===== src/sdb_pkg.sv =====
package sdb_pkg;

	// default geometry of the memory under test
	localparam int BANK_W_DEF = 2;
	localparam int ROW_W_DEF  = 4;
	localparam int COL_W_DEF  = 4;
	localparam int DATA_W_DEF = 8;

	// disturb repeat counter: width and end count loaded at start
	localparam int         CNT_W   = 2;
	localparam logic [1:0] CNT_END = 2'h1;
	localparam logic [1:0] CNT_RST = 2'h0;

	// inner variation loop: pass 0 plain, 1..3 are the replays
	localparam logic [1:0] INNER_RST  = 2'h0;
	localparam logic [1:0] INNER_LAST = 2'h3;
	localparam int         INNER_REV  = 0;
	localparam int         INNER_INV  = 1;

	// outer inversion loop: pass 0 plain, pass 1 inverted
	localparam logic OUTER_RST  = 1'b0;
	localparam logic OUTER_LAST = 1'b1;

	// base data pattern is an all-zero word
	localparam logic BASE_BIT = 1'b0;

	typedef enum logic [3:0] {
		SDB_IDLE  = 4'h0,
		SDB_BKGND = 4'h1,
		SDB_OFFS  = 4'h2,
		SDB_WCOL  = 4'h3,
		SDB_RDCOL = 4'h4,
		SDB_WROW  = 4'h5,
		SDB_RDROW = 4'h6,
		SDB_MOVE  = 4'h7,
		SDB_BANK  = 4'h8,
		SDB_DONE  = 4'h9
	} sdb_state_t;

endpackage : sdb_pkg


===== src/sdb_surround_disturb_bist.sv =====
`timescale 1ns/10ps

module sdb_surround_disturb_bist #(
	parameter int BANK_W = sdb_pkg::BANK_W_DEF,
	parameter int ROW_W  = sdb_pkg::ROW_W_DEF,
	parameter int COL_W  = sdb_pkg::COL_W_DEF,
	parameter int DATA_W = sdb_pkg::DATA_W_DEF
) (
	input  wire logic                            clk_i,       // 250 MHz clock
	input  wire logic                            rst_i,       // async reset, high
	input  wire logic                            en_i,        // clock enable
	input  wire logic                            start_i,     // start pulse
	input  wire logic [DATA_W-1:0]               mem_rdata_i, // read data
	output logic                                 mem_en_o,    // access strobe
	output logic                                 mem_we_o,    // write when high
	output logic [BANK_W+ROW_W+COL_W-1:0]        mem_addr_o,  // {bank,col,row}
	output logic [DATA_W-1:0]                    mem_wdata_o, // write data
	output logic                                 busy_o,      // test running
	output logic                                 done_o,      // test finished
	output logic                                 fail_o       // sticky mismatch
);

	sdb_pkg::sdb_state_t state_q;
	sdb_pkg::sdb_state_t state_d;

	logic [BANK_W-1:0]          home_bank_q;
	logic [ROW_W-1:0]           home_row_q;
	logic [COL_W-1:0]           home_col_q;
	logic [BANK_W-1:0]          nb_bank_q;
	logic [ROW_W-1:0]           nb_row_q;
	logic [COL_W-1:0]           nb_col_q;
	logic [sdb_pkg::CNT_W-1:0]  cnt_q;
	logic [sdb_pkg::CNT_W-1:0]  cnt_end_q;
	logic [1:0]                 inner_q;
	logic                       outer_q;
	logic [DATA_W-1:0]          data_q;
	logic [DATA_W-1:0]          exp_q;
	logic                       chk_q;
	logic [DATA_W-1:0]          chk_exp_q;

	logic                       go;
	logic                       row_last;
	logic                       col_last;
	logic                       rc_last;
	logic                       bank_last;
	logic                       cnt_end;
	logic                       inner_last;
	logic                       rev;
	logic                       winv;
	logic [ROW_W-1:0]           home_row_inc;
	logic [COL_W-1:0]           home_col_inc;
	logic [BANK_W-1:0]          home_bank_inc;
	logic [DATA_W-1:0]          outer_mask;
	logic [DATA_W-1:0]          winv_mask;

	assign go            = start_i && (state_q == sdb_pkg::SDB_IDLE
		|| state_q == sdb_pkg::SDB_DONE);
	assign row_last      = &home_row_q;
	assign col_last      = &home_col_q;
	assign rc_last       = row_last && col_last;
	assign bank_last     = &home_bank_q;
	assign cnt_end       = (cnt_q == cnt_end_q);
	assign inner_last    = (inner_q == sdb_pkg::INNER_LAST);
	assign rev           = inner_q[sdb_pkg::INNER_REV];
	assign winv          = inner_q[sdb_pkg::INNER_INV];
	// rows count fastest; column moves only on the row carry
	assign home_row_inc  = home_row_q + ROW_W'(1);
	assign home_col_inc  = row_last ? home_col_q + COL_W'(1)
		: home_col_q;
	assign home_bank_inc = home_bank_q + BANK_W'(1);
	assign outer_mask    = {DATA_W{outer_q}};
	assign winv_mask     = {DATA_W{winv}};

	always_comb
	begin
		state_d = state_q;
		case (state_q)
			sdb_pkg::SDB_IDLE,
			sdb_pkg::SDB_DONE:
			begin
				if (start_i)
					state_d = sdb_pkg::SDB_BKGND;
			end
			sdb_pkg::SDB_BKGND:
			begin
				if (rc_last)
					state_d = sdb_pkg::SDB_OFFS;
			end
			sdb_pkg::SDB_OFFS:
				state_d = sdb_pkg::SDB_WCOL;
			sdb_pkg::SDB_WCOL:
				state_d = sdb_pkg::SDB_RDCOL;
			sdb_pkg::SDB_RDCOL:
			begin
				state_d = cnt_end ? sdb_pkg::SDB_WROW
					: sdb_pkg::SDB_WCOL;
			end
			sdb_pkg::SDB_WROW:
				state_d = sdb_pkg::SDB_RDROW;
			sdb_pkg::SDB_RDROW:
			begin
				if (!cnt_end)
					state_d = sdb_pkg::SDB_WROW;
				else if (inner_last)
					state_d = sdb_pkg::SDB_MOVE;
				else
					state_d = sdb_pkg::SDB_WCOL;
			end
			sdb_pkg::SDB_MOVE:
			begin
				state_d = rc_last ? sdb_pkg::SDB_BANK
					: sdb_pkg::SDB_OFFS;
			end
			sdb_pkg::SDB_BANK:
			begin
				if (bank_last && outer_q == sdb_pkg::OUTER_LAST)
					state_d = sdb_pkg::SDB_DONE;
				else
					state_d = sdb_pkg::SDB_BKGND;
			end
			default:
				state_d = sdb_pkg::SDB_IDLE;
		endcase
	end

	always_ff @(posedge clk_i or posedge rst_i)
	begin
		if (rst_i)
			state_q <= sdb_pkg::SDB_IDLE;
		else if (en_i)
			state_q <= state_d;
	end

	// home cell address; wraps to zero after its last value
	always_ff @(posedge clk_i or posedge rst_i)
	begin
		if (rst_i)
		begin
			home_bank_q <= '0;
			home_row_q  <= '0;
			home_col_q  <= '0;
		end
		else if (en_i)
		begin
			if (go)
			begin
				home_bank_q <= '0;
				home_row_q  <= '0;
				home_col_q  <= '0;
			end
			else if (state_q == sdb_pkg::SDB_BKGND
				|| state_q == sdb_pkg::SDB_MOVE)
			begin
				home_row_q <= home_row_inc;
				home_col_q <= home_col_inc;
			end
			else if (state_q == sdb_pkg::SDB_BANK)
				home_bank_q <= home_bank_inc;
		end
	end

	// neighbour address; row and column count on their own, bank is only loaded
	always_ff @(posedge clk_i or posedge rst_i)
	begin
		if (rst_i)
		begin
			nb_bank_q <= '0;
			nb_row_q  <= '0;
			nb_col_q  <= '0;
		end
		else if (en_i)
		begin
			case (state_q)
				sdb_pkg::SDB_IDLE,
				sdb_pkg::SDB_DONE:
				begin
					if (start_i)
					begin
						nb_bank_q <= '0;
						nb_row_q  <= '0;
						nb_col_q  <= '0;
					end
				end
				sdb_pkg::SDB_OFFS:
				begin
					nb_row_q <= nb_row_q - ROW_W'(1);
					nb_col_q <= nb_col_q - COL_W'(1);
				end
				sdb_pkg::SDB_WCOL:
				begin
					if (rev)
						nb_col_q <= nb_col_q - COL_W'(1);
					else
						nb_col_q <= nb_col_q + COL_W'(1);
				end
				sdb_pkg::SDB_WROW:
				begin
					if (rev)
						nb_row_q <= nb_row_q - ROW_W'(1);
					else
						nb_row_q <= nb_row_q + ROW_W'(1);
				end
				sdb_pkg::SDB_MOVE:
				begin
					nb_bank_q <= home_bank_q;
					nb_row_q  <= home_row_inc;
					nb_col_q  <= home_col_inc;
				end
				sdb_pkg::SDB_BANK:
				begin
					nb_bank_q <= home_bank_inc;
					nb_row_q  <= home_row_q;
					nb_col_q  <= home_col_q;
				end
				default:
				begin
					nb_bank_q <= nb_bank_q;
				end
			endcase
		end
	end

	// disturb repeat counter and its end count
	always_ff @(posedge clk_i or posedge rst_i)
	begin
		if (rst_i)
		begin
			cnt_q     <= sdb_pkg::CNT_RST;
			cnt_end_q <= sdb_pkg::CNT_END;
		end
		else if (en_i)
		begin
			if (go)
			begin
				cnt_q     <= sdb_pkg::CNT_RST;
				cnt_end_q <= sdb_pkg::CNT_END;
			end
			else if (state_q == sdb_pkg::SDB_RDCOL
				|| state_q == sdb_pkg::SDB_RDROW)
			begin
				if (cnt_end)
					cnt_q <= sdb_pkg::CNT_RST;
				else
					cnt_q <= cnt_q + sdb_pkg::CNT_W'(1);
			end
		end
	end

	// inner variation and outer inversion passes
	always_ff @(posedge clk_i or posedge rst_i)
	begin
		if (rst_i)
		begin
			inner_q <= sdb_pkg::INNER_RST;
			outer_q <= sdb_pkg::OUTER_RST;
		end
		else if (en_i)
		begin
			if (go)
			begin
				inner_q <= sdb_pkg::INNER_RST;
				outer_q <= sdb_pkg::OUTER_RST;
			end
			else
			begin
				if (state_q == sdb_pkg::SDB_RDROW && cnt_end)
					inner_q <= inner_last ? sdb_pkg::INNER_RST
						: inner_q + 2'h1;
				if (state_q == sdb_pkg::SDB_BANK && bank_last)
					outer_q <= sdb_pkg::OUTER_LAST;
			end
		end
	end

	// base pattern, reloaded on every start
	always_ff @(posedge clk_i or posedge rst_i)
	begin
		if (rst_i)
			data_q <= {DATA_W{sdb_pkg::BASE_BIT}};
		else if (en_i && go)
			data_q <= {DATA_W{sdb_pkg::BASE_BIT}};
	end

	// memory command, registered so the pins come straight from flops
	always_ff @(posedge clk_i or posedge rst_i)
	begin
		if (rst_i)
		begin
			mem_en_o    <= 1'b0;
			mem_we_o    <= 1'b0;
			mem_addr_o  <= '0;
			mem_wdata_o <= '0;
			exp_q       <= '0;
		end
		else if (en_i)
		begin
			mem_en_o <= 1'b0;
			mem_we_o <= 1'b0;
			case (state_q)
				sdb_pkg::SDB_BKGND:
				begin
					mem_en_o    <= 1'b1;
					mem_we_o    <= 1'b1;
					mem_addr_o  <= {home_bank_q, home_col_q, home_row_q};
					mem_wdata_o <= data_q ^ outer_mask;
				end
				sdb_pkg::SDB_WCOL,
				sdb_pkg::SDB_WROW:
				begin
					mem_en_o    <= 1'b1;
					mem_we_o    <= 1'b1;
					mem_addr_o  <= {nb_bank_q, nb_col_q, nb_row_q};
					mem_wdata_o <= ~data_q ^ outer_mask ^ winv_mask;
				end
				sdb_pkg::SDB_RDCOL,
				sdb_pkg::SDB_RDROW:
				begin
					mem_en_o   <= 1'b1;
					mem_addr_o <= {home_bank_q, home_col_q, home_row_q};
					exp_q      <= data_q ^ outer_mask;
				end
				default:
				begin
					mem_en_o <= 1'b0;
				end
			endcase
		end
	end

	// read data returns one cycle after the memory samples the read
	always_ff @(posedge clk_i or posedge rst_i)
	begin
		if (rst_i)
		begin
			chk_q     <= 1'b0;
			chk_exp_q <= '0;
		end
		else if (en_i)
		begin
			chk_q     <= mem_en_o && !mem_we_o;
			chk_exp_q <= exp_q;
		end
	end

	// status; a mismatch in the start cycle still lands
	always_ff @(posedge clk_i or posedge rst_i)
	begin
		if (rst_i)
		begin
			fail_o <= 1'b0;
			done_o <= 1'b0;
			busy_o <= 1'b0;
		end
		else if (en_i)
		begin
			fail_o <= (chk_q && mem_rdata_i != chk_exp_q)
				|| (fail_o && !go);
			if (go)
			begin
				done_o <= 1'b0;
				busy_o <= 1'b1;
			end
			else if (state_q == sdb_pkg::SDB_BANK && bank_last
				&& outer_q == sdb_pkg::OUTER_LAST)
			begin
				done_o <= 1'b1;
				busy_o <= 1'b0;
			end
		end
	end

endmodule : sdb_surround_disturb_bist


===== config.mk =====
export PLATFORM = sky130hd
export DESIGN_NAME = sdb_surround_disturb_bist
export DESIGN_NICKNAME = d
export VERILOG_FILES = /design/src/sdb_pkg.sv /design/src/sdb_surround_disturb_bist.sv
export SDC_FILE = /design/constraint.sdc
export NUM_CORES = 1
export LEC_CHECK = 0
export BUFFER_PORTS_ARGS = -buffer_cell sky130_fd_sc_hd__buf_2
export CAP_MARGIN = 20
export CELL_PAD_IN_SITES_DETAIL_PLACEMENT = 1
export CELL_PAD_IN_SITES_GLOBAL_PLACEMENT = 2
export CORE_ASPECT_RATIO = 1.25
export CORE_MARGIN = 1
export CORE_UTILIZATION = 34
export CTS_BUF_LIST = sky130_fd_sc_hd__clkbuf_4 sky130_fd_sc_hd__clkbuf_8
export DETAILED_ROUTE_END_ITERATION = 8
export PLACE_DENSITY = 0.86
export SLEW_MARGIN = 10
export SYNTH_ARGS = -nofsm -noshare
export SYNTH_HDL_FRONTEND = slang
export SYNTH_SLANG_ARGS = --single-unit

===== constraint.sdc =====
create_clock -name clk_i -period 1.8 [get_ports clk_i]
set_clock_uncertainty 0.05 [all_clocks]
set_input_delay 0.36 -clock clk_i [delete_from_list [all_inputs] [get_ports clk_i]]
set_output_delay 0.36 -clock clk_i [all_outputs]
set_load 0.02 [all_outputs]

# ---- Yosys cells after proc, flatten, opt, wreduce, memory -nomap -nowiden
# Cells that the tools add are included.
# W data, S select, Z words.
dict set report word_totals {
  inputBits 12
  n_memories 0
  mem_bits_rw 0
  reg_bits 55
  latch_bits 0
  out_inout_bits 23
  wordCells 134
  rom_bits 0
}
dict set report op_classes {
  n_reduce_logical 49
  eq_ne 15
  mux 39
  n_addsub 9
  magnitude_cmp 0
  mul 0
  shift 0
  bitwise 2
  n_div 0
}
# operator n
set op_table {}
lappend op_table {{$mux W4} 12}
lappend op_table {{$pmux W4 S5} 2}
lappend op_table {{$pmux W4 S9} 1}
lappend op_table {{$mux W2} 10}
lappend op_table {{$pmux W10 S2} 1}
lappend op_table {{$reduce_and A2 Y1} 9}
lappend op_table {{$add A4 B1 Y4 const B} 4}
lappend op_table {{$eq A4 B3 Y1 const B} 4}
lappend op_table {{$pmux W8 S2} 1}
lappend op_table {{$reduce_bool A2 Y1} 8}
lappend op_table {{$reduce_and A3 Y1} 5}
lappend op_table {{$reduce_bool A5 Y1} 2}
lappend op_table {{$logic_and A1 B1 Y1} 9}
lappend op_table {{$mux W3} 3}
lappend op_table {{$eq A4 B2 Y1 const B} 2}
lappend op_table {{$eq A4 B4 Y1 const B} 2}
lappend op_table {{$mux W1} 8}
lappend op_table {{$ne A8 B8 Y1} 1}
lappend op_table {{$not A8 Y8} 1}
lappend op_table {{$reduce_and A4 Y1} 2}
lappend op_table {{$sub A4 B1 Y4 const B} 2}
lappend op_table {{$xor A8 B8 Y8} 1}
lappend op_table {{$add A2 B1 Y2 const B} 3}
lappend op_table {{$ne A2 B2 Y1 const B} 3}
lappend op_table {{11 further kinds} 18}

# ---- Depth between registers and ports, before layout
# Gate-level depths: netlist of the first run.
dict set report logic_depth {
  ltp_word 6
  ltp_mapped 7
  depth_no_buf 6
}

# ---- Worst setup path after synthesis of the first run
# Ideal clock, no wire load.
dict set report synth_timing {
  path_type {flip-flop to flip-flop}
  from {register home_row_q[0]}
  to {register state_q[1]}
  t_arrival_ns 1.615
  n_path_buf 0
  setup_ns 0.131
  t_required_ns 1.619
  path_stages_with_launch 7
  setup_slack_ns 0.005
  period_less_slack_ns 1.795
  cell_sequence {dfrtp_1 -> ha_1 -> and4_1 -> nand4_1 -> a41oi_1 -> mux2i_1 -> o21ai_0}
}
dict set report synth_between {
  elab_chain_len 4
  elab_cells_between_ends 6
  cone_classes {1 x eq/ne; 2 x mux; 3 x reduce/logical}
}
# element line
set synth_rtl {}
lappend synth_rtl {{start: declaration} sdb_surround_disturb_bist.sv:27} ;# logic [ROW_W-1:0] home_row_q;
lappend synth_rtl {{start signal: assignment} sdb_surround_disturb_bist.sv:154} ;# home_row_q <= home_row_inc;
lappend synth_rtl {{$reduce_and A4 Y1 *} sdb_surround_disturb_bist.sv:58} ;# assign row_last = &home_row_q;
lappend synth_rtl {{$logic_and A1 B1 Y1 *} sdb_surround_disturb_bist.sv:60} ;# assign rc_last = row_last && col_last;
lappend synth_rtl {{$mux W4 / $ne A2 B2 Y1 (equally long branches)} --}
lappend synth_rtl {{$pmux W4 S9 / $reduce_and A3 Y1 (equally long branches)} --}
lappend synth_rtl {{end signal: assignment} sdb_surround_disturb_bist.sv:129} ;# state_q <= sdb_pkg::SDB_IDLE;
lappend synth_rtl {{end signal: assignment} sdb_surround_disturb_bist.sv:131} ;# state_q <= state_d;
lappend synth_rtl {{end: declaration} sdb_surround_disturb_bist.sv:23} ;# sdb_pkg::sdb_state_t state_q;
# Mark *: on every way between the ends. The rest lies on a longest branch, timed or not.
# A chain may end at the register's enable or synchronous reset.

# ---- Worst setup path after layout of the first run
dict set report layout_timing {
  from {register state_q[2]}
  to {register nb_row_q[2]}
}
dict set report layout_between {
  elab_chain_len 4
  elab_cells_between_ends 11
  cone_classes {6 x eq/ne; 1 x mux; 4 x reduce/logical}
}
# element line
set layout_rtl {}
lappend layout_rtl {{$eq A4 B4 Y1 / $logic_not A4 Y1 (equally long branches)} sdb_surround_disturb_bist.sv:173} ;# case (state_q)
lappend layout_rtl {{$reduce_or A2 Y1} sdb_surround_disturb_bist.sv:173}
lappend layout_rtl {{$reduce_bool A5 Y1 (no line) / $ne A2 B2 Y1 (equally long branches)} --}
lappend layout_rtl {{$reduce_and A3 Y1 (no line)} --}
lappend layout_rtl {{end signal: assignment} sdb_surround_disturb_bist.sv:186} ;# nb_row_q <= nb_row_q - ROW_W'(1);
lappend layout_rtl {{end signal: assignment} sdb_surround_disturb_bist.sv:199} ;# nb_row_q <= nb_row_q - ROW_W'(1);
lappend layout_rtl {{end signal: assignment} sdb_surround_disturb_bist.sv:201} ;# nb_row_q <= nb_row_q + ROW_W'(1);
lappend layout_rtl {{end: declaration} sdb_surround_disturb_bist.sv:30} ;# logic [ROW_W-1:0] nb_row_q;
# Several ways; a longest one is shown, not always the timed one.

==> results of run 1 <==
[synth_stat cells (2+ instances only)]
master	n	area share, %
a21oi_1	16	2.7
a221oi_1	2	0.58
a222oi_1	2	0.66
a22o_1	2	0.58
a31o_2	2	0.58
a31oi_1	5	1.0
a32o_1	4	1.3
a41oi_1	2	0.58
and2_1	2	0.41
and3_1	4	0.83
and4_1	2	0.58
buf_2	7	1.2
buf_4	8	2.0
buf_6	3	1.1
clkbuf_1	8	0.99
dfrtp_1	48	40
ha_1	8	3.3
inv_1	9	1.1
mux2_2	3	1.1
mux2i_1	12	4.0
nand2_1	36	4.5
nand2b_1	2	0.41
nand3_1	15	2.5
nand3b_1	2	0.50
nand4_1	4	0.83
nand4b_1	2	0.58
nor2_1	18	2.2
nor3_1	8	1.3
nor4_1	5	1.0
o21a_1	3	0.75
o21ai_0	33	5.5
o21ai_1	3	0.50
o21ai_4	2	1.1
o21bai_1	2	0.50
o22ai_1	2	0.41
o2bb2ai_1	2	0.58
o31ai_1	3	0.75
xnor2_1	6	1.7
xor2_1	4	1.2
[per-layer routing]
| layer | global-route usage, % | vias up | part of all wire, % |
|---|---|---|---|
| met5 | 0 | - | 0 |
| met4 | 9.29 | 0 | 2.9 |
| met3 | 3.07 | 21 | 2.2 |
| met2 | 36.1 | 60 | 53 |
| met1 | 23.3 | 1417 | 41 |
| li1 | - | 1340 | - |
[worst min-delay path by stage]
stage / end / slack, ns / depth (start not counted)
after floorplan: nb_bank_q[0]$_DFFE_PP0P_ / 0.42 / 2
after global placement: mem_addr_o[1]$_DFFE_PP0P_ / 0.37 / 3
after detailed placement: mem_addr_o[1]$_DFFE_PP0P_ / 0.38 / 3
after CTS: mem_addr_o[1]$_DFFE_PP0P_ / 0.02 / 3
after global routing: nb_bank_q[0]$_DFFE_PP0P_ / 0.05 / 3
final: mem_addr_o[1]$_DFFE_PP0P_ / 0.01 / 3
[stage by stage]
step,setup slack (ns),area [um^2]
after floorplan,0.00469,3020
after global placement,0.00960,3580
after detailed placement,-0.0286,3580
after CTS,-0.00833,3690
after global routing,-0.0642,3820
final,-0.00166,3820
[final cells by class]
type / instances / area share (%)
sequential: 48 / 31.5
clock inverter: 3 / 0.654
multi-input combinational: 245 / 44.7
timing repair buffer: 88 / 16.2
inverter: 10 / 1.11
tap: 120 / 3.93
clock buffer: 5 / 1.80
[worst min-delay path: cells and delay by family]
family / cells / cell delay [ns]
buffers and inverters: 3 / 0.42
[power groups by stage]
stage / Clock (mW) / Sequential [mW] / Combinational, mW
floorplan: 0 / 1.90 / 2.14
global placement: 0 / 1.80 / 3.33
detailed placement: 0 / 1.83 / 3.42
CTS: 0.739 / 1.82 / 3.47
global route: 0.768 / 1.88 / 4.08
finish: 0.715 / 1.82 / 3.73
[registers in the layout (all words and copies together) (netlist names), 4 cells and up]
name	count
home_col_q	4
home_row_q	4
mem_addr_o	10
nb_col_q	4
nb_row_q	4
state_q	4
[layout by cell type, fill, tap and decap left out, types with 3 or more instances in the layout]
cell,Yosys,layout
xor2_1,4,4
nand3_1,15,14
buf_2,7,34
a31oi_1,5,5
buf_12,0,3
nor3_1,8,8
mux2i_1,12,12
o31ai_1,3,3
a21oi_1,16,14
and3_1,4,4
o21a_1,3,3
mux2_2,3,3
buf_4,8,49
clkbuf_8,0,5
o21ai_0,33,30
a32o_1,4,4
dfrtp_2,0,4
nand2_1,36,34
ha_1,8,7
o21ai_1,3,6
xnor2_1,6,4
inv_1,9,7
nor2_1,18,15
nand4_1,4,4
dfrtp_1,48,44
inv_6,0,3
nor4_1,5,4
[timing repair]
item,4_1_cts,5_1_grt
gates resized for setup,7,27
pin swaps,1,4
setup buffers,0,5
hold endpoints to repair,0,0
gates cloned,0,0
setup endpoints to repair,7,29
[cell families after synthesis]
family                     Yosys count
buffers and inverters               37
muxes                               15
xor gates and xnor gates            10
AOI/OAI and AO/OA                   96
adders and majority gates            8
and+or+nand+nor                    116
DFF                                 48
==> out/results.txt, run 1 <==
Non-Filler Instances: 519
Seq pwr share: 29.1%
Via count of the first global-routing pass: 2994
Slew margin rel.: 76.1%
Count of input and output buffers: 34
Total Routed Length: 8850 um
Layout Nets: 418
Proportion of synthesized chip area in sequential cells: 39.8%
Pin count of the biggest net entering global routing: 49
First-pass GRT wire length: 14500 um
Post-synthesis share of cell area spent on xor and xnor gates: 2.90%
Clock transition at path regs: 0.10 ns
Synthesized area per cell: 9.15 um^2
Number of endpoints with negative hold slack in the final report: 0
First-pass detailed-route iteration total: 6
Dominant combinational cell family by area after synthesis: compound AO/OA/AOI/OAI gates
Count of buffer and inverter cells on the critical path: 2
Internal power: 3.38 mW
Setup repair after global routing missed its margin: true
Cell count after placement: 506
Total count of max-transition violations in the final report: 0
Overall global routing resource usage: 20.1%
Hold crit path type: in -> async
CP startpoint kind: flip-flop
Clock tree from TritonCTS: done
Area of all sequential standard cells: 0.00121 mm^2
Adder-cell area share of the yosys netlist: 3.31%
Initial core utilization: 34.9%
Number of storage elements in the synthesis netlist: 48
Endpoint of the lowest-slack register-to-register path: nb_row_q[2]$_DFFE_PP0P_
Count of warnings emitted by yosys: 0
Part of the total power dissipated in combinational logic: 59.5%
Type of the setup path with the least slack: reg -> reg
Total CTS buffers: 5
# IOs: 35
Clock latency at the later pin of the worst-skew pair: 0.32 ns
Gate count after technology mapping: 330
Worst vdd rail ir drop: 0.682 mV
Antenna violations before repair: 0
Master of the slowest instance on the critical path: dfrtp_2
Routability congestion estimate: 0.868
Tcrit/Tclk final: 100%
DRC violation count after routing: 0
Pin slew with the least headroom to its limit: 0.354 ns
Fraction of power consumed by the clock network: 11.4%
Number of distinct library cells after synthesis: 68
Max Cap Violations: 0
Detailed placer's ending HPWL: 6500 um
Share of layout cells above drive strength 1: 34.6%
Launching instance or port of the critical path: state_q[2]$_DFFE_PP0P_
Number of filler instances in the final layout: 1042
Crit path largest cell delay: 0.50 ns
Prevailing post-synth register cell: dfrtp_1
Critical Path RT: 1.97 ns
Static power due to leakage: 1.68 nW
Smallest setup slack after layout: -0.00166 ns
Maximum fanout along the worst path: 10
Antenna diode count: 0
NetSw: 2.88 mW
Fraction of registers with async set or reset after synthesis: 100%
Peak clock frequency supported by timing: 0.555 GHz
Number of buffers on the longest clock path: 2
Cell class contributing the biggest share of worst-path delay: compound AO/OA/AOI/OAI gates
Switching part of the total power: 46.0%
Worst path depth: 6
Multiplexer share of the synthesized area: 5.10%
Die H: 107 um
Standard cell core area: 0.00865 mm^2
Share of the core filled with cells in the final layout: 44.2%
1st-iter DRT viols: 106
Status: finished with violations
Number of core rows: 38
Setup total negative slack: -0.00166 ns
Shortest period the worst path allows: 1.80 ns
Number of enable-type register cells in the synthesized netlist: 0
Ordered cell list for the critical path: buf_4, inv_6, nor3_4, a222oi_1, a21oi_1, a311o_1
Via/cell ratio: 5.47
Post-Synth Simple-Gate Area: 20.9%
Hold-fix buffers at CTS: 0
Routed wire per std cell: 17.0 um
Worst hold-check slack: 0.0143 ns
Gr ovfl total: 0
Number of sinks driven by the clock tree: 48
R2R depth: 6
Net count after synthesis: 350
Total power density per cell area: 1640 mW/mm^2
Clock tree root driver cell: clkbuf_8
Violations in the final reports: setup timing
Overall power after layout: 6.26 mW
Layout-stage area growth over the synthesis result: 26.6%
H-Tree Level Count: 2
Synthesized-area fraction occupied by ao, oa, aoi and oai cells: 21.4%
Post-synthesis instance area: 0.00302 mm^2
Final setup violation count: 1
Beginning of the worst register-to-register path: state_q[2]$_DFFE_PP0P_
Die outline width: 86.3 um
Type of destination of the critical path: flip-flop
Area occupied by multi-input gates: 0.00171 mm^2
Worst setup path end: nb_row_q[2]$_DFFE_PP0P_
R2R Setup Slk: -0.002 ns
Area of the die: 0.00927 mm^2
Post-route ant nets: 0
Arr. time, crit path: 1.97 ns
Total number of vias: 2838
Power figures use the tool's default switching activity.
==> inputs of run 2 (changes only) <==
==> config.mk (replaced) <==
export PLATFORM = sky130hd
export DESIGN_NAME = sdb_surround_disturb_bist
export DESIGN_NICKNAME = d
export VERILOG_FILES = /design/src/sdb_pkg.sv /design/src/sdb_surround_disturb_bist.sv
export SDC_FILE = /design/constraint.sdc
export NUM_CORES = 1
export LEC_CHECK = 0
export BUFFER_PORTS_ARGS = -buffer_cell sky130_fd_sc_hd__buf_2
export CAP_MARGIN = 20
export CORE_ASPECT_RATIO = 0.5
export CORE_MARGIN = 1
export CORE_UTILIZATION = 53
export CTS_BUF_LIST = sky130_fd_sc_hd__clkbuf_16
export DETAILED_ROUTE_END_ITERATION = 8
export PLACE_DENSITY = 0.84
export SLEW_MARGIN = 10
export SYNTH_ARGS = -nofsm -noshare
export SYNTH_HDL_FRONTEND = slang
export SYNTH_SLANG_ARGS = --single-unit
==> run 2 against run 1 <==
The flow still finishes with violations (setup timing). Via count grew 2.7%. Global-route usage grew 8.7 points. Clock-buffer cell count did not move. Design area rose by 0.43%. Critical path type unchanged. Critical endpoint unchanged.
==> out/results.txt, run 2 (same netlist as run 1, synthesis figures left out) <==
Total power density per cell area: 1710 mW/mm^2
Master of the slowest instance on the critical path: dfrtp_2
Antenna violations before repair: 0
Final Cell Area: 0.00384 mm^2
Post-route ant nets: 0
Routed wire per std cell: 17.6 um
Most flop-heavy register: mem_addr_o
Total count of max-transition violations in the final report: 0
Total CTS buffers: 5
Slew margin rel.: 72.9%
Seq pwr share: 28.3%
Peak clock frequency supported by timing: 0.555 GHz
H-Tree Level Count: 2
Part of the total power dissipated in combinational logic: 58.3%
CP startpoint kind: flip-flop
Arr. time, crit path: 1.92 ns
Die H: 55.4 um
Initial core utilization: 58.1%
Most frequent cells in the layout: 53 x buf_4, 44 x dfrtp_1, 34 x nand2_1, 34 x buf_2, 28 x o21ai_0
Number of filler instances in the final layout: 363
Final setup violation count: 1
Via/cell ratio: 6.15
Internal power: 3.68 mW
Clock transition at path regs: 0.06 ns
Gr ovfl total: 0
Shortest period the worst path allows: 1.80 ns
Global routing met2 resource utilization: 46.6%
Antenna diode count: 0
Via count of the first global-routing pass: 2864
# IOs: 35
Tcrit/Tclk final: 100%
Clock tree root driver cell: clkbuf_16
R2R depth: 4
Maximum fanout along the worst path: 10
Pin count of the biggest net entering global routing: 49
Layout-stage area growth over the synthesis result: 27.2%
Leading cell type in the layout, fill and taps excluded: buf_4
Hold crit path type: in -> async
Violations in the final reports: setup timing
Static power due to leakage: 1.73 nW
Worst vdd rail ir drop: 0.742 mV
Clock latency at the later pin of the worst-skew pair: 0.29 ns
Fraction of power consumed by the clock network: 13.4%
1st-iter DRT viols: 188
First-pass GRT wire length: 13500 um
Number of buffers on the longest clock path: 2
Smallest setup slack after layout: -0.00168 ns
Crit path largest cell delay: 0.49 ns
Layout Nets: 424
Overall global routing resource usage: 28.8%
Total number of vias: 2915
Standard cell core area: 0.00520 mm^2
Switching part of the total power: 43.8%
Clock tree from TritonCTS: done
Met1 Usage GRT: 39.9%
Share of the core filled with cells in the final layout: 73.8%
Type of destination of the critical path: flip-flop
Max Cap Violations: 0
Total Routed Length: 8360 um
NetSw: 2.88 mW
Number of core rows: 18
Worst hold-check slack: 0.0534 ns
Ordered cell list for the critical path: or3b_1, a21oi_1, o21ai_4, a311o_1
Setup repair after global routing missed its margin: true
Pin slew with the least headroom to its limit: 0.401 ns
Met3 usage in global routing: 5.55%
Type of the setup path with the least slack: reg -> reg
Status: finished with violations
Hold-fix buffers at CTS: 0
DP Area: 0.00356 mm^2
Die outline width: 109 um
Share of layout cells above drive strength 1: 34.7%
Area of the die: 0.00602 mm^2
Number of flip-flops under the largest register name: 10
First-pass detailed-route iteration total: 5
Number of sinks driven by the clock tree: 48
DRC violation count after routing: 0
Busiest metal layer after global routing: met2
Number of endpoints with negative hold slack in the final report: 0
Routability congestion estimate: 0.912
Count of input and output buffers: 34
Detailed placer's ending HPWL: 5930 um
Critical Path RT: 1.92 ns
run 2: changes by cell type in the layout (fill, tap and decap cells not counted), sizes merged:
cell      change
buf           +6
clkinv        +1
clkinvlp      -1
inv           -1
run 2: final timing paths:
check	startpoint	to	slack [ns]
max	state_q[2]$_DFFE_PP0P_	nb_row_q[2]$_DFFE_PP0P_	-0.002
min	rst_i	mem_addr_o[2]$_DFFE_PP0P_	0.05
max reg2reg	state_q[2]$_DFFE_PP0P_	nb_row_q[2]$_DFFE_PP0P_	-0.002
min reg2reg	mem_addr_o[6]$_DFFE_PP0P_	mem_addr_o[6]$_DFFE_PP0P_	0.42
max in group asynchronous	rst_i	state_q[1]$_DFFE_PP0P_	1.39
min in group clk_i	en_i	state_q[2]$_DFFE_PP0P_	0.40
run 2: worst max-delay path: cells and delay by family, from the launching register on:
| kind | cells | cell delay, ns |
|---|---|---|
| flops | 1 | 0.49 |
| compound gates | 3 | 0.72 |
| simple gates | 1 | 0.41 |
run 2: layer usage:
layer  share of wire (%)  wire (um)
met5                   0          0
met2                  47       3950
met1                  45       3800
met3                 6.3        528
met4                 1.0         84
run 2: area by class of cell:
cell class | count | area (um^2) | share of cell area (%)
clock buffers | 5 | 125 | 3.26
well taps | 70 | 87.6 | 2.28
flip-flops and latches | 48 | 1210 | 31.4
multi-input cells | 245 | 1710 | 44.5
repair buffers | 94 | 664 | 17.3
inverters | 10 | 40.0 | 1.04
clock inverters | 2 | 8.76 | 0.228
run 2: stage by stage:
step | setup WS (ns) | power (mW) | TNS (ns) | instances
after floorplan | 0.00469 | 4.04 | 0 | 330
after global placement | -0.0167 | 5.14 | -0.0465 | 463
after detailed placement | -0.110 | 5.30 | -0.543 | 463
after CTS | 0.00184 | 6.25 | 0 | 472
after global routing | -0.0945 | 6.96 | -0.500 | 474
final | -0.00168 | 6.56 | -0.00168 | 474
run 2: power by group through the flow:
stage          combinational [mW]  clock (mW)  sequential (mW)
6_report                     3.83       0.880             1.86
5_1_grt                      4.11       0.932             1.91
4_1_cts                      3.54       0.892             1.82
3_5_place_dp                 3.46           0             1.84
3_3_place_gp                 3.33           0             1.80
2_1_floorplan                2.14           0             1.90
run 2: timing repair:
| item | CTS | global route |
|---|---|---|
| buffers inserted | 2 | 2 |
| setup endpoints to repair | 22 | 34 |
| gates resized for setup | 5 | 31 |
| pin swaps | 0 | 7 |
==> inputs of run 3 (changes only) <==
--- a/config.mk
+++ b/config.mk
@@ -9,10 +9,11 @@
 export CAP_MARGIN = 20
 export CORE_ASPECT_RATIO = 0.5
 export CORE_MARGIN = 1
-export CORE_UTILIZATION = 53
+export CORE_UTILIZATION = 63
 export CTS_BUF_LIST = sky130_fd_sc_hd__clkbuf_16
 export DETAILED_ROUTE_END_ITERATION = 8
-export PLACE_DENSITY = 0.84
+export PLACE_DENSITY = 0.93
+export SKIP_LAST_GASP = 1
 export SLEW_MARGIN = 10
 export SYNTH_ARGS = -nofsm -noshare
 export SYNTH_HDL_FRONTEND = slang
==> constraint.sdc (replaced) <==
create_clock -name clk_i -period 2.1 [get_ports clk_i]
set_clock_uncertainty 0.05 [all_clocks]
set_input_delay 0.42 -clock clk_i [delete_from_list [all_inputs] [get_ports clk_i]]
set_output_delay 0.42 -clock clk_i [all_outputs]
set_load 0.02 [all_outputs]
==> run 3 against run 2 <==
The flow now finishes without violations. Die area decreased by 15%. Worst hold slack improved by 0.049 ns. First-iteration DRC count increased by 21%. Via count decreased by 3.9%. Sequential share of layout area increased by 3.2 points. Clock power increased by 2.4%.
==> out/results.txt, run 3 (same netlist as run 1, synthesis figures left out) <==
Max Cap Violations: 0
Area occupied by multi-input gates: 0.00162 mm^2
Critical Path RT: 2.21 ns
Final setup violation count: 0
Static power due to leakage: 1.54 nW
Status: complete, no violations
Pin slew with the least headroom to its limit: 0.520 ns
Worst hold-check slack: 0.103 ns
# IOs: 35
Hold crit path type: in -> async
Clock tree root driver cell: clkbuf_16
Total Routed Length: 7570 um
Total number of vias: 2800
Clock transition at path regs: 0.07 ns
Peak clock frequency supported by timing: 0.502 GHz
CP startpoint kind: flip-flop
Number of core rows: 17
Antenna violations before repair: 0
Die H: 51.0 um
First-pass GRT wire length: 12600 um
Overall global routing resource usage: 32.7%
Setup slack at placement: 0.153 ns
Number of buffers on the longest clock path: 2
Hold-fix buffers at CTS: 0
Master of the slowest instance on the critical path: dfrtp_1
Arr. time, crit path: 2.10 ns
Most flop-heavy register: mem_addr_o
Maximum fanout along the worst path: 6
Pin count of the biggest net entering global routing: 28
Share of the core filled with cells in the final layout: 77.0%
Via count of the first global-routing pass: 2491
Cell count after placement: 426
Setup repair after global routing missed its margin: false
Crit path largest cell delay: 0.46 ns
First-pass detailed-route iteration total: 5
Overall power after layout: 5.16 mW
Routability congestion estimate: 0.962
Number of flip-flops under the largest register name: 10
Share of layout cells above drive strength 1: 22.8%
Initial core utilization: 67.0%
Total CTS buffers: 5
Resized cells post-CTS: 0
Detailed placer's ending HPWL: 5370 um
Launching instance or port of the critical path: home_row_q[0]$_DFFE_PP0P_
Setup repair bufs after CTS: 0
Slew margin rel.: 65.3%
Clock latency at the later pin of the worst-skew pair: 0.29 ns
Via/cell ratio: 6.45
Area of the die: 0.00509 mm^2
Beginning of the worst register-to-register path: home_row_q[0]$_DFFE_PP0P_
Non-Filler Instances: 434
Layout-stage area growth over the synthesis result: 15.0%
Leading cell type in the layout, fill and taps excluded: dfrtp_1
Post-route ant nets: 0
Final Cell Area: 0.00347 mm^2
Setup total negative slack: 0 ns
Antenna diode count: 0
Total power density per cell area: 1490 mW/mm^2
Smallest setup slack after layout: 0.109 ns
Most frequent cells in the layout: 47 x dfrtp_1, 36 x nand2_1, 34 x buf_2, 33 x o21ai_0, 21 x buf_4
DP Area: 0.00331 mm^2
Ordered cell list for the critical path: ha_1, and4_1, nand4_1, a41oi_1, mux2i_1, o21ai_0
Number of endpoints with negative hold slack in the final report: 0
DRC violation count after routing: 0
Type of destination of the critical path: flip-flop
Number of sinks driven by the clock tree: 48
Worst vdd rail ir drop: 0.860 mV
Area of all sequential standard cells: 0.00120 mm^2
Cell class contributing the biggest share of worst-path delay: compound AO/OA/AOI/OAI gates
Layout Nets: 387
Gr ovfl total: 0
Shortest period the worst path allows: 1.99 ns
Number of filler instances in the final layout: 312
H-Tree Level Count: 2
Routed wire per std cell: 17.4 um
Count of input and output buffers: 34
Tcrit/Tclk final: 94.8%
Total count of max-transition violations in the final report: 0
1st-iter DRT viols: 227
Clock tree from TritonCTS: done
Die outline width: 99.9 um
Type of the setup path with the least slack: reg -> reg
Standard cell core area: 0.00451 mm^2
Count of buffer and inverter cells on the critical path: 0
==> run 3: where the power goes <==
| group | leakage, nW | total (mW) | switching [mW] | internal, mW |
|---|---|---|---|---|
| registers | 0.630 | 1.65 | 0.420 | 1.23 |
| clock network | 0.0850 | 0.901 | 0.346 | 0.556 |
| logic | 0.825 | 2.61 | 1.52 | 1.09 |
==> run 3: path summary, 6_finish.rpt <==
kind	endpoint	slack, ns	cells after the start
min in group clk_i	mem_addr_o[5]$_DFFE_PP0P_	0.42	2
max in group asynchronous	state_q[0]$_DFFE_PP0P_	1.35	3
min	mem_addr_o[3]$_DFFE_PP0P_	0.10	2
max reg2reg	state_q[1]$_DFFE_PP0P_	0.11	6
min reg2reg	mem_addr_o[5]$_DFFE_PP0P_	0.42	2
max	state_q[1]$_DFFE_PP0P_	0.11	6
==> run 3: per-layer routing <==
metal,up-vias,GRT usage (%),part of all wire (%)
met5,-,0,0
met4,0,5.88,1.1
met3,14,6.84,9.0
met2,171,52.2,44
met1,1332,46.7,46
li1,1283,-,-
==> run 3: cell type report <==
cell class / instances / area share (%)
multi-input cells: 245 / 46.6
inverters: 10 / 1.08
clock buffers: 5 / 3.60
repair buffers: 57 / 10.6
well taps: 66 / 2.38
flip-flops and latches: 48 / 34.6
clock inverters: 3 / 1.12
